## config.mk

```make
export PLATFORM = sky130hd
export DESIGN_NAME = tof_mod_ctrl
export DESIGN_NICKNAME = d
export VERILOG_FILES = /design/src/tof_mod_pkg.sv /design/src/tof_mod_ctrl.sv
export SDC_FILE = /design/constraint.sdc
export NUM_CORES = 1
export LEC_CHECK = 0
export BUFFER_PORTS_ARGS = -buffer_cell sky130_fd_sc_hd__buf_2
export CORE_MARGIN = 2
export CORE_UTILIZATION = 50
export DETAILED_ROUTE_END_ITERATION = 10
export MAX_ROUTING_LAYER = met4
export PLACE_DENSITY_LB_ADDON = 0.2
export SLEW_MARGIN = 20
export SYNTH_ARGS = -nofsm -noshare
export SYNTH_HDL_FRONTEND = slang
export SYNTH_SLANG_ARGS = --single-unit
export TNS_END_PERCENT = 5
```

## constraint.sdc

```tcl
create_clock -name clk_sys -period 7.55 [get_ports clk_sys]
set_input_delay 1.51 -clock clk_sys [delete_from_list [all_inputs] [get_ports clk_sys]]
set_output_delay 1.51 -clock clk_sys [all_outputs]
set_load 0.01 [all_outputs]
```

## src/tof_mod_pkg.sv

```systemverilog
// constants and carriers for the modulation / shutter controller
// assumes a 25 MHz system clock and a 32-bit apb register bus
package tof_mod_pkg;

   // ======================================
   // register byte offsets
   localparam logic [7:0] OFS_CTRL   = 8'h00;
   localparam logic [7:0] OFS_PLL    = 8'h04;
   localparam logic [7:0] OFS_FRAC   = 8'h08;
   localparam logic [7:0] OFS_SEQ_B  = 8'h0c;
   localparam logic [7:0] OFS_SEQ_D  = 8'h10;
   localparam logic [7:0] OFS_STATUS = 8'h14;
   localparam logic [7:0] OFS_ACTIVE = 8'h18;

   // ======================================
   // ctrl fields
   localparam int B_VMIR    = 0;
   localparam int B_HMIR    = 1;
   localparam int B_SHUT    = 2;
   localparam int B_HOLD    = 3;
   localparam int B_LDC     = 4;
   localparam int B_PDC     = 5;
   localparam int B_PRE     = 6;
   localparam int B_TDIR    = 7;
   localparam int B_TRIM    = 8;
   localparam int B_HOP     = 12;
   localparam int B_HOFS    = 13;
   localparam int B_APPLY   = 16;
   // pll fields
   localparam int B_MULT    = 0;
   localparam int B_DIV     = 8;
   localparam int B_PS      = 16;

   // ======================================
   // reset values and limits
   localparam logic [7:0]  MULT_RST = 8'h10;
   localparam logic [15:0] FRAC_RST = 16'h0000;
   localparam logic [3:0]  DIV_RST  = 4'h1;
   localparam logic [3:0]  PS_RST   = 4'h1;
   localparam logic [7:0]  SEQ_RST  = 8'he4;
   localparam logic [3:0]  TRIM_MAX = 4'hb;

   // ======================================
   // timing
   localparam int CLK_MHZ      = 25;
   localparam int RESET_CYC    = 720;
   localparam int PREASSERT_NS = 15000;
   localparam int PREASSERT_CYC = (PREASSERT_NS * CLK_MHZ + 999) / 1000;
   localparam int QUADS        = 4;

   typedef enum {
      Q_IDLE, Q_RESET, Q_INTEG, Q_READ, Q_DEAD
   } quad_state_t;

   typedef struct packed {
      logic [7:0]  mult;
      logic [15:0] frac;
      logic [3:0]  div;
      logic [3:0]  ps;
   } pll_cfg_t;

   typedef struct packed {
      logic pos;
      logic neg;
      logic active;
   } light_out_t;

endpackage
```

## src/tof_mod_ctrl.sv

```systemverilog
// modulation, shutter and readout-direction control with apb registers
// assumes frame timing, the pll and readout engine sit outside on clk_sys
//
// Behaviour
// - vertical mirror set reads rows in reverse order
// - horizontal mirror set reads columns in reverse order
// - shutter enabled: on in reset and integration, off otherwise
// - shutter disabled: switch stays on in every quad state
// - shutter enable resets to 0, writing 1 enables it
// - phase steps automatically per quad, four quads per frequency
// - hopping offsets quad order on alternate sub-frames
// - phase is 360 times the sequence entry picked by effective quad over quads per frequency
// - base and de-aliasing phase sequences are separately programmable
// - positive drive toggles only in integration, low otherwise
// - negative drive toggles only in integration, high otherwise
// - driver enable rises before integration, falls just after it
// - preassert raises driver enable 15 us before integration
// - hold freezes drives at static level and its complement
// - trim direction 0 lengthens positive duty, 1 shortens it
// - duty trim steps about 450 ps, at most 11
// - base tone is 24 MHz times multiplier over divider chain
// - effective multiplier is integer plus fraction over 2^16
// - reset gives multiplier 16, fraction 0, divider 1, prescaler 1
// - settings apply when the apply bit goes 1 then 0
// - sensor reset lasts 720 clocks before integration
`timescale 1ns/10ps
module tof_mod_ctrl #(
   parameter int ROWS = 60,
   parameter int COLS = 80
) (
   // clock and reset
   input  wire logic                 clk_sys,
   input  wire logic                 rst,
   // apb slave
   input  wire logic                 psel,
   input  wire logic                 penable,
   input  wire logic                 pwrite,
   input  wire logic [7:0]           paddr,
   input  wire logic [31:0]          pwdata,
   output logic [31:0]               prdata,
   output logic                      pready,
   output logic                      pslverr,
   // frame timing
   input  wire logic                 quad_start,
   input  wire logic [15:0]          integ_cycles,
   input  wire logic                 readout_done,
   input  wire logic                 dealias_frame,
   // readout addressing
   input  wire logic [5:0]           row_in,
   input  wire logic [6:0]           col_in,
   output logic [5:0]                row_addr,
   output logic [6:0]                col_addr,
   // pixel and light drive
   input  wire logic                 tone,
   output logic                      shutter_on,
   output logic                      pixel_demod_en,
   output logic                      pixel_drive_dc_level,
   output tof_mod_pkg::light_out_t   light,
   output logic                      duty_trim_direction,
   output logic [3:0]                duty_trim_steps,
   // phase selection
   output logic [1:0]                phase_sel,
   output logic [8:0]                phase_deg,
   // pll configuration
   output tof_mod_pkg::pll_cfg_t     pll_active,
   output logic [23:0]               eff_multiplier,
   output logic                      pll_load
);

   // ======================================
   // registers
   logic [31:0]            ctrl;
   logic [7:0]             pll_multiplier;
   logic [3:0]             pll_divider;
   logic [3:0]             tone_prescaler;
   logic [15:0]            pll_multiplier_fraction;
   logic [7:0]             seq_base;
   logic [7:0]             seq_alias;
   logic                   apply_seen;
   tof_mod_pkg::quad_state_t state;
   logic [15:0]            cnt;
   logic [1:0]             quad_idx;
   logic                   odd_sub;
   logic                   integ_d;
   logic                   drv_en;

   logic                   wr;
   logic                   rd;
   logic                   hit;
   logic                   apply_bit;
   logic [3:0]             trim_req;
   logic [1:0]             eff_quad;
   logic [7:0]             seq_sel;
   logic                   in_integ;
   logic                   pre_win;

   // ======================================
   // apb decode
   assign wr = psel & penable & pwrite;
   assign rd = psel & ~penable;
   assign pready = 1'b1;
   assign hit = paddr inside {tof_mod_pkg::OFS_CTRL, tof_mod_pkg::OFS_PLL,
                              tof_mod_pkg::OFS_FRAC, tof_mod_pkg::OFS_SEQ_B,
                              tof_mod_pkg::OFS_SEQ_D, tof_mod_pkg::OFS_STATUS,
                              tof_mod_pkg::OFS_ACTIVE};
   assign pslverr = psel & penable & ~hit;
   assign apply_bit = pwdata[tof_mod_pkg::B_APPLY];
   assign trim_req = pwdata[tof_mod_pkg::B_TRIM +: 4];

   // ======================================
   // control register
   always_ff @(posedge clk_sys or posedge rst) begin
      if (rst) begin
         ctrl <= 32'h0000_0000;
      end else if (wr && paddr == tof_mod_pkg::OFS_CTRL) begin
         ctrl <= pwdata & 32'h0001_ffff;
         // larger counts are not programmable, so clamp
         if (trim_req > tof_mod_pkg::TRIM_MAX) begin
            ctrl[tof_mod_pkg::B_TRIM +: 4] <= tof_mod_pkg::TRIM_MAX;
         end
      end
   end

   // ======================================
   // staged pll settings and phase sequences
   always_ff @(posedge clk_sys or posedge rst) begin
      if (rst) begin
         pll_multiplier          <= tof_mod_pkg::MULT_RST;
         pll_divider             <= tof_mod_pkg::DIV_RST;
         tone_prescaler          <= tof_mod_pkg::PS_RST;
         pll_multiplier_fraction <= tof_mod_pkg::FRAC_RST;
         seq_base                <= tof_mod_pkg::SEQ_RST;
         seq_alias               <= tof_mod_pkg::SEQ_RST;
      end else if (wr) begin
         unique case (paddr)
            tof_mod_pkg::OFS_PLL: begin
               pll_multiplier <= pwdata[tof_mod_pkg::B_MULT +: 8];
               pll_divider    <= pwdata[tof_mod_pkg::B_DIV +: 4];
               tone_prescaler <= pwdata[tof_mod_pkg::B_PS +: 4];
            end
            tof_mod_pkg::OFS_FRAC: begin
               pll_multiplier_fraction <= pwdata[15:0];
            end
            tof_mod_pkg::OFS_SEQ_B: begin
               seq_base <= pwdata[7:0];
            end
            tof_mod_pkg::OFS_SEQ_D: begin
               seq_alias <= pwdata[7:0];
            end
            default: begin
            end
         endcase
      end
   end

   // ======================================
   // apply sequence: copy staged set only on 1 then 0
   always_ff @(posedge clk_sys or posedge rst) begin
      if (rst) begin
         apply_seen <= 1'b0;
         pll_load   <= 1'b0;
         pll_active <= '{mult: tof_mod_pkg::MULT_RST,
                         frac: tof_mod_pkg::FRAC_RST,
                         div:  tof_mod_pkg::DIV_RST,
                         ps:   tof_mod_pkg::PS_RST};
      end else begin
         pll_load <= 1'b0;
         if (wr && paddr == tof_mod_pkg::OFS_CTRL) begin
            if (apply_bit) begin
               apply_seen <= 1'b1;
            end else if (apply_seen) begin
               apply_seen <= 1'b0;
               pll_load   <= 1'b1;
               // half-written values never reach the pll
               pll_active <= '{mult: pll_multiplier,
                               frac: pll_multiplier_fraction,
                               div:  pll_divider,
                               ps:   tone_prescaler};
            end
         end
      end
   end

   // fixed point 8.16 multiplier for the pll
   assign eff_multiplier = {pll_active.mult, pll_active.frac};

   // ======================================
   // read mux
   always_ff @(posedge clk_sys or posedge rst) begin
      if (rst) begin
         prdata <= 32'h0000_0000;
      end else if (rd) begin
         unique case (paddr)
            tof_mod_pkg::OFS_CTRL: prdata <= ctrl;
            tof_mod_pkg::OFS_PLL: prdata <= {12'h000, tone_prescaler,
                                             4'h0, pll_divider,
                                             pll_multiplier};
            tof_mod_pkg::OFS_FRAC: prdata <= {16'h0000,
                                              pll_multiplier_fraction};
            tof_mod_pkg::OFS_SEQ_B: prdata <= {24'h000000, seq_base};
            tof_mod_pkg::OFS_SEQ_D: prdata <= {24'h000000, seq_alias};
            tof_mod_pkg::OFS_STATUS: prdata <= {16'h0000, 5'h00, drv_en,
                                                shutter_on, odd_sub,
                                                quad_idx, eff_quad,
                                                state == tof_mod_pkg::Q_DEAD,
                                                state == tof_mod_pkg::Q_READ,
                                                state == tof_mod_pkg::Q_INTEG,
                                                state == tof_mod_pkg::Q_RESET};
            tof_mod_pkg::OFS_ACTIVE: prdata <= {12'h000, pll_active.ps,
                                                4'h0, pll_active.div,
                                                pll_active.mult};
            default: prdata <= 32'h0000_0000;
         endcase
      end
   end

   // ======================================
   // quad sequencer
   always_ff @(posedge clk_sys or posedge rst) begin
      if (rst) begin
         state <= tof_mod_pkg::Q_IDLE;
         cnt   <= 16'h0000;
      end else begin
         unique case (state)
            tof_mod_pkg::Q_IDLE, tof_mod_pkg::Q_DEAD: begin
               if (quad_start) begin
                  state <= tof_mod_pkg::Q_RESET;
                  cnt   <= 16'h0000;
               end
            end
            tof_mod_pkg::Q_RESET: begin
               if (cnt == 16'(tof_mod_pkg::RESET_CYC - 1)) begin
                  state <= tof_mod_pkg::Q_INTEG;
                  cnt   <= 16'h0000;
               end else begin
                  cnt <= cnt + 16'h0001;
               end
            end
            tof_mod_pkg::Q_INTEG: begin
               if (cnt + 16'h0001 >= integ_cycles) begin
                  state <= tof_mod_pkg::Q_READ;
               end else begin
                  cnt <= cnt + 16'h0001;
               end
            end
            tof_mod_pkg::Q_READ: begin
               if (readout_done) begin
                  state <= tof_mod_pkg::Q_DEAD;
               end
            end
         endcase
      end
   end

   // quad index advances at each readout end, sub-frame parity after every fourth
   always_ff @(posedge clk_sys or posedge rst) begin
      if (rst) begin
         quad_idx <= 2'h0;
         odd_sub  <= 1'b0;
      end else if (state == tof_mod_pkg::Q_READ && readout_done) begin
         quad_idx <= quad_idx + 2'h1;
         if (quad_idx == 2'(tof_mod_pkg::QUADS - 1)) begin
            odd_sub <= ~odd_sub;
         end
      end
   end

   // ======================================
   // phase selection
   function automatic logic [8:0] deg_of(input logic [1:0] q);
      deg_of = 9'(360 * int'(q) / tof_mod_pkg::QUADS);
   endfunction

   assign eff_quad = quad_idx + ((ctrl[tof_mod_pkg::B_HOP] && odd_sub) ?
                     ctrl[tof_mod_pkg::B_HOFS +: 2] : 2'h0);
   assign seq_sel  = dealias_frame ? seq_alias : seq_base;

   always_ff @(posedge clk_sys or posedge rst) begin
      if (rst) begin
         phase_sel <= 2'h0;
         phase_deg <= 9'h000;
      end else begin
         phase_sel <= seq_sel[2*eff_quad +: 2];
         phase_deg <= deg_of(seq_sel[2*eff_quad +: 2]);
      end
   end

   // ======================================
   // shutter and readout direction
   always_ff @(posedge clk_sys or posedge rst) begin
      if (rst) begin
         shutter_on <= 1'b1;
         row_addr   <= 6'h00;
         col_addr   <= 7'h00;
      end else begin
         if (ctrl[tof_mod_pkg::B_SHUT]) begin
            shutter_on <= state == tof_mod_pkg::Q_RESET ||
                          state == tof_mod_pkg::Q_INTEG;
         end else begin
            shutter_on <= 1'b1;
         end
         row_addr <= ctrl[tof_mod_pkg::B_VMIR] ?
                     6'(ROWS - 1) - row_in : row_in;
         col_addr <= ctrl[tof_mod_pkg::B_HMIR] ?
                     7'(COLS - 1) - col_in : col_in;
      end
   end

   // ======================================
   // light driver enable
   assign in_integ = state == tof_mod_pkg::Q_INTEG;
   // counting within the reset phase keeps the lead fixed at 375 clocks
   assign pre_win = state == tof_mod_pkg::Q_RESET &&
                    (ctrl[tof_mod_pkg::B_PRE] ?
                     cnt >= 16'(tof_mod_pkg::RESET_CYC -
                                tof_mod_pkg::PREASSERT_CYC) :
                     cnt == 16'(tof_mod_pkg::RESET_CYC - 1));

   always_ff @(posedge clk_sys or posedge rst) begin
      if (rst) begin
         integ_d <= 1'b0;
         drv_en  <= 1'b0;
      end else begin
         integ_d <= in_integ;
         drv_en  <= pre_win | in_integ;
      end
   end

   // ======================================
   // light and pixel drive
   always_ff @(posedge clk_sys or posedge rst) begin
      if (rst) begin
         pixel_demod_en       <= 1'b0;
         pixel_drive_dc_level <= 1'b0;
         duty_trim_direction  <= 1'b0;
         duty_trim_steps      <= 4'h0;
      end else begin
         pixel_demod_en       <= in_integ & ~ctrl[tof_mod_pkg::B_HOLD];
         pixel_drive_dc_level <= ctrl[tof_mod_pkg::B_PDC];
         duty_trim_direction  <= ctrl[tof_mod_pkg::B_TDIR];
         duty_trim_steps      <= ctrl[tof_mod_pkg::B_TRIM +: 4];
      end
   end

   // tone passes straight through; resampling it at clk_sys would alias
   always_comb begin
      light.active = drv_en | integ_d;
      if (!integ_d) begin
         light.pos = 1'b0;
         light.neg = 1'b1;
      end else if (ctrl[tof_mod_pkg::B_HOLD]) begin
         light.pos = ctrl[tof_mod_pkg::B_LDC];
         light.neg = ~ctrl[tof_mod_pkg::B_LDC];
      end else begin
         light.pos = tone;
         light.neg = ~tone;
      end
   end

   // frequency division lives in the pll; software bounds

endmodule

```

==> results of run 1 <==
-- power by group through the flow --
stage	Sequential [mW]	Combinational, mW	Clock (mW)
6_report	1.00	0.354	0.903
3_3_place_gp	1.02	0.349	0
4_1_cts	1.00	0.357	0.919
3_5_place_dp	1.02	0.355	0
5_1_grt	1.01	0.399	0.959
2_1_floorplan	0.990	0.280	0
-- through the flow --
step	power (mW)	hold slack, ns
5_1_grt	2.37	0.423
3_3_place_gp	1.37	0.387
2_1_floorplan	1.27	0.368
6_report	2.26	0.412
4_1_cts	2.28	0.416
3_5_place_dp	1.37	0.391
-- worst max path at each step --
stage | startpoint | endpoint
finish | paddr[2] | eff_multiplier[18]
detailed placement | paddr[2] | eff_multiplier[9]
CTS | paddr[2] | eff_multiplier[9]
floorplan | rst | apply_seen
global placement | paddr[2] | eff_multiplier[6]
global route | cnt[6] | cnt[11]
-- routing by layer --
layer / share of wire (%) / GRT usage [%] / vias to the layer above / routed length (um)
li1: - / - / 2923 / -
met1: 47 / 32.6 / 3066 / 9450
met2: 47 / 35.9 / 199 / 9480
met3: 5.2 / 3.79 / 19 / 1060
met4: 1.2 / 6.02 / 0 / 253
met5: 0 / - / - / 0
-- final cells by class --
class	instances	area (sq um)
Timing Repair Buffer	183	931
Clock buffer	19	453
Multi-Input combinational cell	486	3740
Inverter	33	129
Clock inverter	13	164
Sequential cell	169	4250
Antenna cell	1	2.50
Tap cell	220	275
Fill cell	1443	6700
-- synth_stat cells, types with 9 or more instances --
library cell	count	area share, %
nand2_1	68	3.0
xnor2_1	12	1.2
nand2b_1	11	0.81
ha_1	26	3.8
dfrtp_1	154	45
mux2i_1	13	1.5
nor2_1	22	0.97
nand3_1	24	1.4
buf_4	42	3.7
dfstp_2	15	4.6
clkbuf_1	28	1.2
xor2_1	10	1.0
mux2_2	99	13
a21oi_1	21	1.2
o211ai_1	9	0.79
o21ai_0	37	2.2
inv_1	32	1.4
-- worst max-delay path, stage by stage --
cell      delay, ns
buf_2          0.29
clkinv_1       0.28
nand2_1        0.14
nor4_4         0.66
nand2b_1       0.23
nor3b_4        0.61
buf_4          0.46
mux2_2         0.38
-- registers in the layout, summed over array words and instances, names as in the netlist, 2 cells and up --
register	flops
eff_multiplier	24
prdata	20
cnt	16
ctrl	16
pll_multiplier_fraction	16
pll_active	8
pll_multiplier	8
seq_alias	8
seq_base	8
col_addr	7
row_addr	6
phase_deg	5
duty_trim_steps	4
pll_divider	4
tone_prescaler	4
state	3
quad_idx	2
-- logic make-up (layout without fill, tap and decap cells) --
family,count (synthesis),after routing,synth area share (%)
buffers and inverters,112,248,7.09
AO/OA/AOI/OAI,126,126,10.1
multiplexers,117,117,15.8
adder cells (fa/ha/maj),26,26,3.81
flip-flops,169,169,49.7
XOR/XNOR,22,22,2.26
other,2,15,0.0879
AND/OR/NAND/NOR,181,181,11.1
==> summary.md, run 1 <==
| Metric | Value |
|---|---|
| Kind of critical path | input pin to register |
| Hold-fix buffers, CTS | 0 |
| Number of library cell types mapped by synthesis | between 60 and 70 |
| Clk_lat worst skew | 0.44 ns |
| HP Class | register to register |
| TritonCTS clock tree | yes |
| Fmax | 0.234 GHz |
| CTS buffer count | 17 |
| Core Box Area | 16600 sq um |
| Clock Path Buffers | 2 |
| Max Cap Viol | 0 |
| Initial antenna violation count | 0 |
| Net Sw Frac | 29.2% |
| Most frequent cells in the layout | buf_2, dfrtp_1, mux2_2, nand2_1, o21ai_0 |
| Async set or reset register ratio after synthesis | 100% |
| Setup WS pre-CTS | approximately 2.8 ns |
| Number of I/O port buffers | 177 |
| Nets | a little under 1000 |
| Initial cell density of the core | 51.3% |
| Die height | 135 um |
| Sequential area share after synthesis | 49.7% |
| Post-Place Cells | 1091 |
| CTS resizes | 0 |
| DRC Markers | 0 |
| First-pass GRT wire length | 31.9 mm |
| CP Launch Type | input pin |
| CTS sink cnt | 169 |
| Slew HR | 21.4% |
| Gr usage total | 23.4% |
| Crit Reg-Reg Startpoint | cnt[6] |
| Final worst path period share | 56.6% |
| Clk network pwr share | 39.9% |
| Warnings, synthesis | 0 |
| Pint | 1.60 mW |
| Mean Syn Cell Area | approximately 11 sq um |
| Row count | 47 |
| Setup crit end kind | register |
| I/O Pins | just over 200 |
| Drt first pass iters | 6 |
| Share of cells above drive strength 1 | between 30% and 40% |
| Post-Syn Area | 8540 sq um |
| Setup Skew | 0.0110 ns |
| Post-layout util | approximately three fifths |
| Area added between synthesis and finish | 16.4% |
| Worst Tran Pin Value | 1.17 ns |
| H-Tree Depth | 4 |
| Initial DRC Count | roughly 430 |
| Tmin final | 4.27 ns |
| Final Cell Area | between 9000 and 10000 sq um |
| Worst r2r path cells | 12 |
| Routed WL | 20.2 mm |
| Reg2reg setup slack | 3.32 ns |
| Placed Area | 9320 sq um |
| Vias per cell | around 5.5 |
| Worst r2r dst | cnt[11] |
| RSZ-0062 raised after global routing | false |
| EDFF count, synth | 0 |
| Largest net degree at the start of global routing | 105 |
| Wire per inst | 18.0 um |
| Synthesis-stage register bit count | 169 |
| Switching pwr | 659 uW |
| Hold Crit Depth | 0 |
| Synthesized instance count | 755 |
| DR vias | roughly 6200 |
| Non-filler cells, final | between 1000 and 1500 |
| Hold Path Origin | ctrl[7] |
| Vias in the first global route | a little under 6000 |
| Worst EP required | 7.86 ns |
| Max VDD drop | 0.186 mV |
| Power density cells | 227 nW/um^2 |
| Clock slew at reported path FFs | roughly 0.070 ns |
| Most common cell after layout, fill and taps aside | buf_2 |
| DIE WIDTH | 135 um |
| Seq pwr share | 44.4% |
| Slack of the critical path | 3.28 ns |
| Root Buffer | clkbuf_16 |
| Final Slew Violations | 0 |
| Endpoints failing hold | 0 |
| Hold EP | duty_trim_direction |
| Setup violations, final | 0 |
| WP data arrival | 4.59 ns |
| Grt total ovfl | 0 |
| Top FF cell, synth | dfrtp_1 |
| Die Area | 18100 sq um |
| Max FO, Critical Path | 22 |
| Post-route ant nets | 0 |
| Routability congestion estimate | between 0.8 and 0.9 |
| Sum Neg Setup Slack | 0 ns |
| Gate power share | 15.6% |
| DP HPWL | 14.1 mm |
| Run status | finished, final reports clean |
| Leak | roughly 5 nW |
| # Post-CTS Setup Buffers | 0 |
(Power assumes the default switching activity.)
==> inputs of run 2 (changes only) <==
--- a/config.mk
+++ b/config.mk
@@ -7,7 +7,7 @@
 export LEC_CHECK = 0
 export BUFFER_PORTS_ARGS = -buffer_cell sky130_fd_sc_hd__buf_2
 export CORE_MARGIN = 2
-export CORE_UTILIZATION = 50
+export CORE_UTILIZATION = 49
 export DETAILED_ROUTE_END_ITERATION = 10
 export MAX_ROUTING_LAYER = met4
 export PLACE_DENSITY_LB_ADDON = 0.2
==> constraint.sdc (replaced) <==
create_clock -name clk_sys -period 3.5 [get_ports clk_sys]
set_input_delay 0.7 -clock clk_sys [delete_from_list [all_inputs] [get_ports clk_sys]]
set_output_delay 0.7 -clock clk_sys [all_outputs]
set_load 0.01 [all_outputs]
==> summary.md, run 2 (synthesis results as in run 1) <==
| Metric | Value |
|---|---|
| Vias per cell | between 5 and 6 |
| Critical Path, Cell by Cell | nand2_1 > nor4_2 > buf_4 > or3b_2 > nand2_1 > ha_1 > nand4_1 > nor3_1 > nor3_2 > o211ai_1 > buf_4 > or4_1 > nand3_1 |
| Power density cells | 479 nW/um^2 |
| Die height | 136 um |
| Vias in the first global route | 6001 |
| Initial cell density of the core | between 40% and 50% |
| Row count | 48 |
| Nets | between 1000 and 1500 |
| Setup Skew | 0.00794 ns |
| DRC Markers | 0 |
| Kind of critical path | register to register |
| Number of I/O port buffers | 177 |
| Hold-fix buffers, CTS | 0 |
| DR vias | 6277 |
| Clk_lat worst skew | 0.42 ns |
| Max Cap Viol | 0 |
| I/O Pins | approximately 200 |
| Grt total ovfl | 0 |
| Largest net degree at the start of global routing | approximately 100 |
| Sum Neg Setup Slack | 0 ns |
| Worst Tran Pin Value | 0.704 ns |
| Initial DRC Count | 346 |
| Crit path largest cell delay | 0.47 ns |
| Crit-path slowest cell | or4_1 |
| Leak | 5.31 nW |
| Worst EP required | 3.85 ns |
| Run status | finished, final reports clean |
| Wire per inst | 17.0 um |
| Top Family by Delay on Critical Path | simple AND/OR/NAND/NOR gates |
| HP Class | input pin to asynchronous set/reset pin |
| Share of cells above drive strength 1 | 41.2% |
| CTS buffer count | 17 |
| Non-filler cells, final | approximately 1200 |
| Drt first pass iters | 5 |
| Post-Place Cells | 1132 |
| N_diodes | 0 |
| CTS sink cnt | around 170 |
| H-Tree Depth | 4 |
| Worst r2r path cells | 13 |
| Root Buffer | clkbuf_16 |
| DP HPWL | 14.3 mm |
| First-pass GRT wire length | approximately 32 mm |
| Initial antenna violation count | 0 |
| Setup violations, final | 0 |
| Final worst path period share | ~95% |
| RSZ-0062 raised after global routing | false |
| Die Area | 18500 sq um |
| Routability congestion estimate | about 0.88 |
| Area added between synthesis and finish | 19.7% |
| Max FO, Critical Path | 6 |
| Slew HR | a little over half |
| Endpoints failing hold | 0 |
| TritonCTS clock tree | yes |
| Fmax | 0.299 GHz |
| Clock Path Buffers | 2 |
| Most frequent cells in the layout | buf_2, dfrtp_1, mux2_2, nand2_1, buf_4 |
| Max reg flops | 24 |
| Gr usage total | 22.9% |
| Core Box Area | 17200 sq um |
| DIE WIDTH | 136 um |
| Clock slew at reported path FFs | 0.06 ns |
| Routed WL | around 20 mm |
| Tmin final | 3.34 ns |
| Reg2reg setup slack | 0.16 ns |
| Worst path depth | 13 |
| Crit path buffers/inverters | 2 |
| Most common cell after layout, fill and taps aside | buf_2 |
| Setup crit end kind | register |
| Final Slew Violations | 0 |
| WP data arrival | 3.69 ns |
| CP Launch Type | register |
| Max VDD drop | roughly 0.35 mV |
| Post-route ant nets | 0 |
-- run 2: cell types whose count changed in the layout (fill, tap and decap cells not counted), sizes merged --
cell and change:
buf +39, inv -3, bufinv -1, clkbuf +4
clkinv +1, diode -1, clkinvlp -1
-- run 2: metal layers --
| layer | up-vias | global-route usage (%) | wire length, um |
|---|---|---|---|
| met5 | - | - | 0 |
| met4 | 0 | 4.57 | 192 |
| met3 | 19 | 4.55 | 1090 |
| met2 | 186 | 34.3 | 9030 |
| met1 | 3070 | 32.7 | 9570 |
| li1 | 3002 | - | - |
-- run 2: worst paths after layout --
kind                          from              endpoint
hold / removal                 rst           row_addr[5]
setup reg to reg            cnt[7]               cnt[12]
min in group clk_sys       ctrl[5]  pixel_drive_dc_level
max in group asynchronous      rst    eff_multiplier[12]
hold reg to reg            ctrl[5]  pixel_drive_dc_level
setup / recovery            cnt[7]               cnt[12]
-- run 2: where the power goes --
group | total [mW] | internal, mW | leakage (nW) | switching [mW]
Clock | 1.82 | 1.04 | 0.276 | 0.779
Combinational | 0.935 | 0.415 | 2.78 | 0.520
Sequential | 2.14 | 2.04 | 2.26 | 0.101
Total | 4.90 | 3.50 | 5.31 | 1.40
-- run 2: worst reg2reg max path: cells and delay by family (launching register included) --
kind,cells,cell delay [ns]
AO/OA/AOI/OAI,1,0.23
adder cells (fa/ha/maj),1,0.24
buffers and inverters,2,0.39
flip-flops,1,0.41
AND/OR/NAND/NOR,9,2.00
-- run 2: layout make-up --
cell class                 count  area (sq um)
clock buffer                  23           478
fill                        1474          6950
multi-input combinational    486          3760
tap                          225           282
sequential                   169          4250
clock inverter                 9          92.6
inverter                      33           128
timing repair buffer         222          1240
-- run 2: through the flow --
step / setup slack [ns] / cell area, sq um / utilization, % / hold slack [ns] / power (mW)
finish: 0.160 / 10200 / 59.5 / 0.240 / 4.90
global route: 0.00344 / 10200 / 59.5 / 0.254 / 5.15
global placement: 0.153 / 9610 / 55.9 / 0.384 / 3.07
CTS: 0.0654 / 10200 / 59.3 / 0.233 / 4.92
floorplan: 0.250 / 8590 / - / 0.368 / 2.74
detailed placement: 0.0933 / 9610 / 55.9 / 0.391 / 3.09
-- run 2: repair_timing --
item                       in CTS  in global routing
setup endpoints to repair       0                 17
resized for setup               0                  6
setup buffers                   0                  3
==> inputs of run 3 (changes only) <==
==> constraint.sdc (replaced) <==
create_clock -name clk_sys -period 3.5 [get_ports clk_sys]
set_input_delay 0.175 -clock clk_sys [delete_from_list [all_inputs] [get_ports clk_sys]]
set_output_delay 0.175 -clock clk_sys [all_outputs]
set_load 0.01 [all_outputs]
==> summary.md, run 3 (synthesis results as in run 1) <==
| Metric | Value |
|---|---|
| Top Family by Delay on Critical Path | simple AND/OR/NAND/NOR gates |
| Hold Slack | -0.0486 ns |
| Leak | 5.39 nW |
| Wire per inst | 17.3 um |
| First-pass GRT wire length | 32.6 mm |
| Kind of critical path | register to register |
| Final worst path period share | 92.8% |
| DIE WIDTH | about 140 um |
| Setup violations, final | 0 |
| CTS buffer count | 17 |
| Number of I/O port buffers | about 180 |
| Crit Reg-Reg Startpoint | cnt[7] |
| Setup WS pre-CTS | 0.119 ns |
| Endpoints failing hold | 28 |
| Row count | 48 |
| Vias per cell | 5.35 |
| WP data arrival | around 3.6 ns |
| Power density cells | 486 nW/um^2 |
| Root Buffer | clkbuf_16 |
| DR vias | 6317 |
| Clk_lat worst skew | 0.43 ns |
| Clock slew at reported path FFs | 0.07 ns |
| Setup crit end kind | register |
| Setup Skew | 0.0113 ns |
| Reg2reg setup slack | 0.25 ns |
| Worst EP required | ~3.8 ns |
| Slew HR | a little over a third |
| Failing checks | hold timing |
| Worst r2r dst | cnt[13] |
| Most frequent cells in the layout | buf_2, dfrtp_1, mux2_2, nand2_1, buf_4 |
| CTS sink cnt | 169 |
| Run status | finished with violations |
| Die Area | 18500 sq um |
| Crit-path slowest cell | or3b_2 |
| Area added between synthesis and finish | 22.2% |
| N_diodes | 0 |
| Drt first pass iters | 5 |
| Crit path buffers/inverters | 2 |
| Vias in the first global route | 6163 |
| Crit path largest cell delay | 0.46 ns |
| Most common cell after layout, fill and taps aside | buf_2 |
| Routability congestion estimate | 0.876 |
| Final Slew Violations | 0 |
| CP Launch Type | register |
| Initial DRC Count | ~420 |
| Fmax | 0.308 GHz |
| Worst r2r path cells | 13 |
| Slack of the critical path | 0.252 ns |
| Worst path depth | 13 |
| Clock Path Buffers | 2 |
| # fillers | 1448 |
| HP Class | input pin to asynchronous set/reset pin |
| H-Tree Depth | 4 |
| Crit path launch | cnt[7] |
| Routed WL | 20.5 mm |
| I/O Pins | 204 |
| Max VDD drop | 0.400 mV |
| TritonCTS clock tree | yes |
| Post-route total power | 5.07 mW |
| CP Capture Point | cnt[13] |
| Initial antenna violation count | 0 |
| Max reg flops | 24 |
| Max FO, Critical Path | 6 |
| DRC Markers | 0 |
| Max Cap Viol | 0 |
| Largest net degree at the start of global routing | 170 |
| Post-route ant nets | 0 |
| Nets | 1047 |
| Gr usage total | 23.4% |
| DP HPWL | around 14 mm |
| Worst Tran Pin Value | 0.964 ns |
| Core Box Area | 17200 sq um |
| Critical Path, Cell by Cell | nand2_1 > nor4_2 > buf_4 > or3b_2 > nand2_1 > ha_1 > nand4_1 > nor3_1 > nor3_2 > o211ai_1 > buf_4 > and3_1 > a211o_1 |
| Grt total ovfl | 0 |
| Die height | between 100 and 150 um |
| Share of cells above drive strength 1 | 40.2% |
| Tmin final | roughly 3.2 ns |
| Initial cell density of the core | between 40% and 50% |
-- run 3: cell types whose count changed in the layout (fill, tap and decap cells not counted), sizes merged --
cell,before,now
inv,33,37
clkinvlp,3,2
clkinv,5,4
dlygate4sd3,0,20
bufinv,1,3
clkbuf,23,19
buf,222,216
-- run 3: cell type report --
| class | instances | area [sq um] | share of cell area (%) |
|---|---|---|---|
| flip-flops and latches | 169 | 4250 | 40.7 |
| repair buffers | 236 | 1400 | 13.4 |
| multi-input cells | 486 | 3750 | 35.9 |
| well taps | 225 | 282 | 2.70 |
| clock buffers | 19 | 443 | 4.24 |
| clock inverters | 13 | 183 | 1.75 |
| inverters | 33 | 128 | 1.22 |
-- run 3: where the power goes --
part | total, mW | switching (mW) | leakage (nW) | internal, mW
Sequential | 2.14 | 0.101 | 2.26 | 2.04
Clock | 1.99 | 0.827 | 0.304 | 1.16
Combinational | 0.940 | 0.516 | 2.83 | 0.423
Total | 5.07 | 1.44 | 5.39 | 3.63
-- run 3: worst register-to-register path, cell delays in order, from the launching register on --
cell and delay, ns:
dfrtp_1 0.39, nand2_1 0.14, nor4_2 0.34, buf_4 0.18
or3b_2 0.46, nand2_1 0.10, ha_1 0.24, nand4_1 0.14
nor3_1 0.08, nor3_2 0.20, o211ai_1 0.23, buf_4 0.23
and3_1 0.18, a211o_1 0.22
-- run 3: repair_timing --
| action | CTS | global route |
|---|---|---|
| gates resized for setup | 0 | 6 |
| endpoints found under the setup margin | 0 | 17 |
| hold endpoints to repair | 23 | 0 |
| buffers inserted | 0 | 2 |
| hold buffers | 20 | 0 |
-- run 3: worst min-delay path by stage --
stage / cells after the start / slack (ns) / to / from
global placement: 1 / 0.31 / col_addr[4] / col_in[4]
global route: 2 / 0.005 / pll_divider[0] / pwdata[8]
finish: 3 / -0.05 / col_addr[4] / rst
detailed placement: 1 / 0.31 / col_addr[4] / col_in[4]
CTS: 2 / 0.0004 / pll_divider[0] / pwdata[8]
floorplan: 0 / 0.21 / col_addr[4] / col_in[4]
-- run 3: through the flow --
step / setup TNS (ns) / hold WS (ns) / utilization, % / instance area (sq um) / std cells
after floorplan: 0 / 0.206 / - / 8590 / 767
after detailed placement: 0 / 0.310 / 55.8 / 9580 / 1127
after global routing: -0.132 / 0.00478 / 60.8 / 10400 / 1181
after global placement: 0 / 0.306 / 55.8 / 9580 / 1127
after CTS: 0 / 0.000420 / 60.6 / 10400 / 1179
final: 0 / -0.0486 / 60.8 / 10400 / 1181
-- run 3: routing by layer --
layer  global-route usage, %  share of wire [%]  vias up
li1                        -                  -     3016
met5                       -                  0        -
met3                    3.84                5.9       24
met2                    35.1                 46      199
met4                    7.00                1.6        0
met1                    32.9                 47     3078
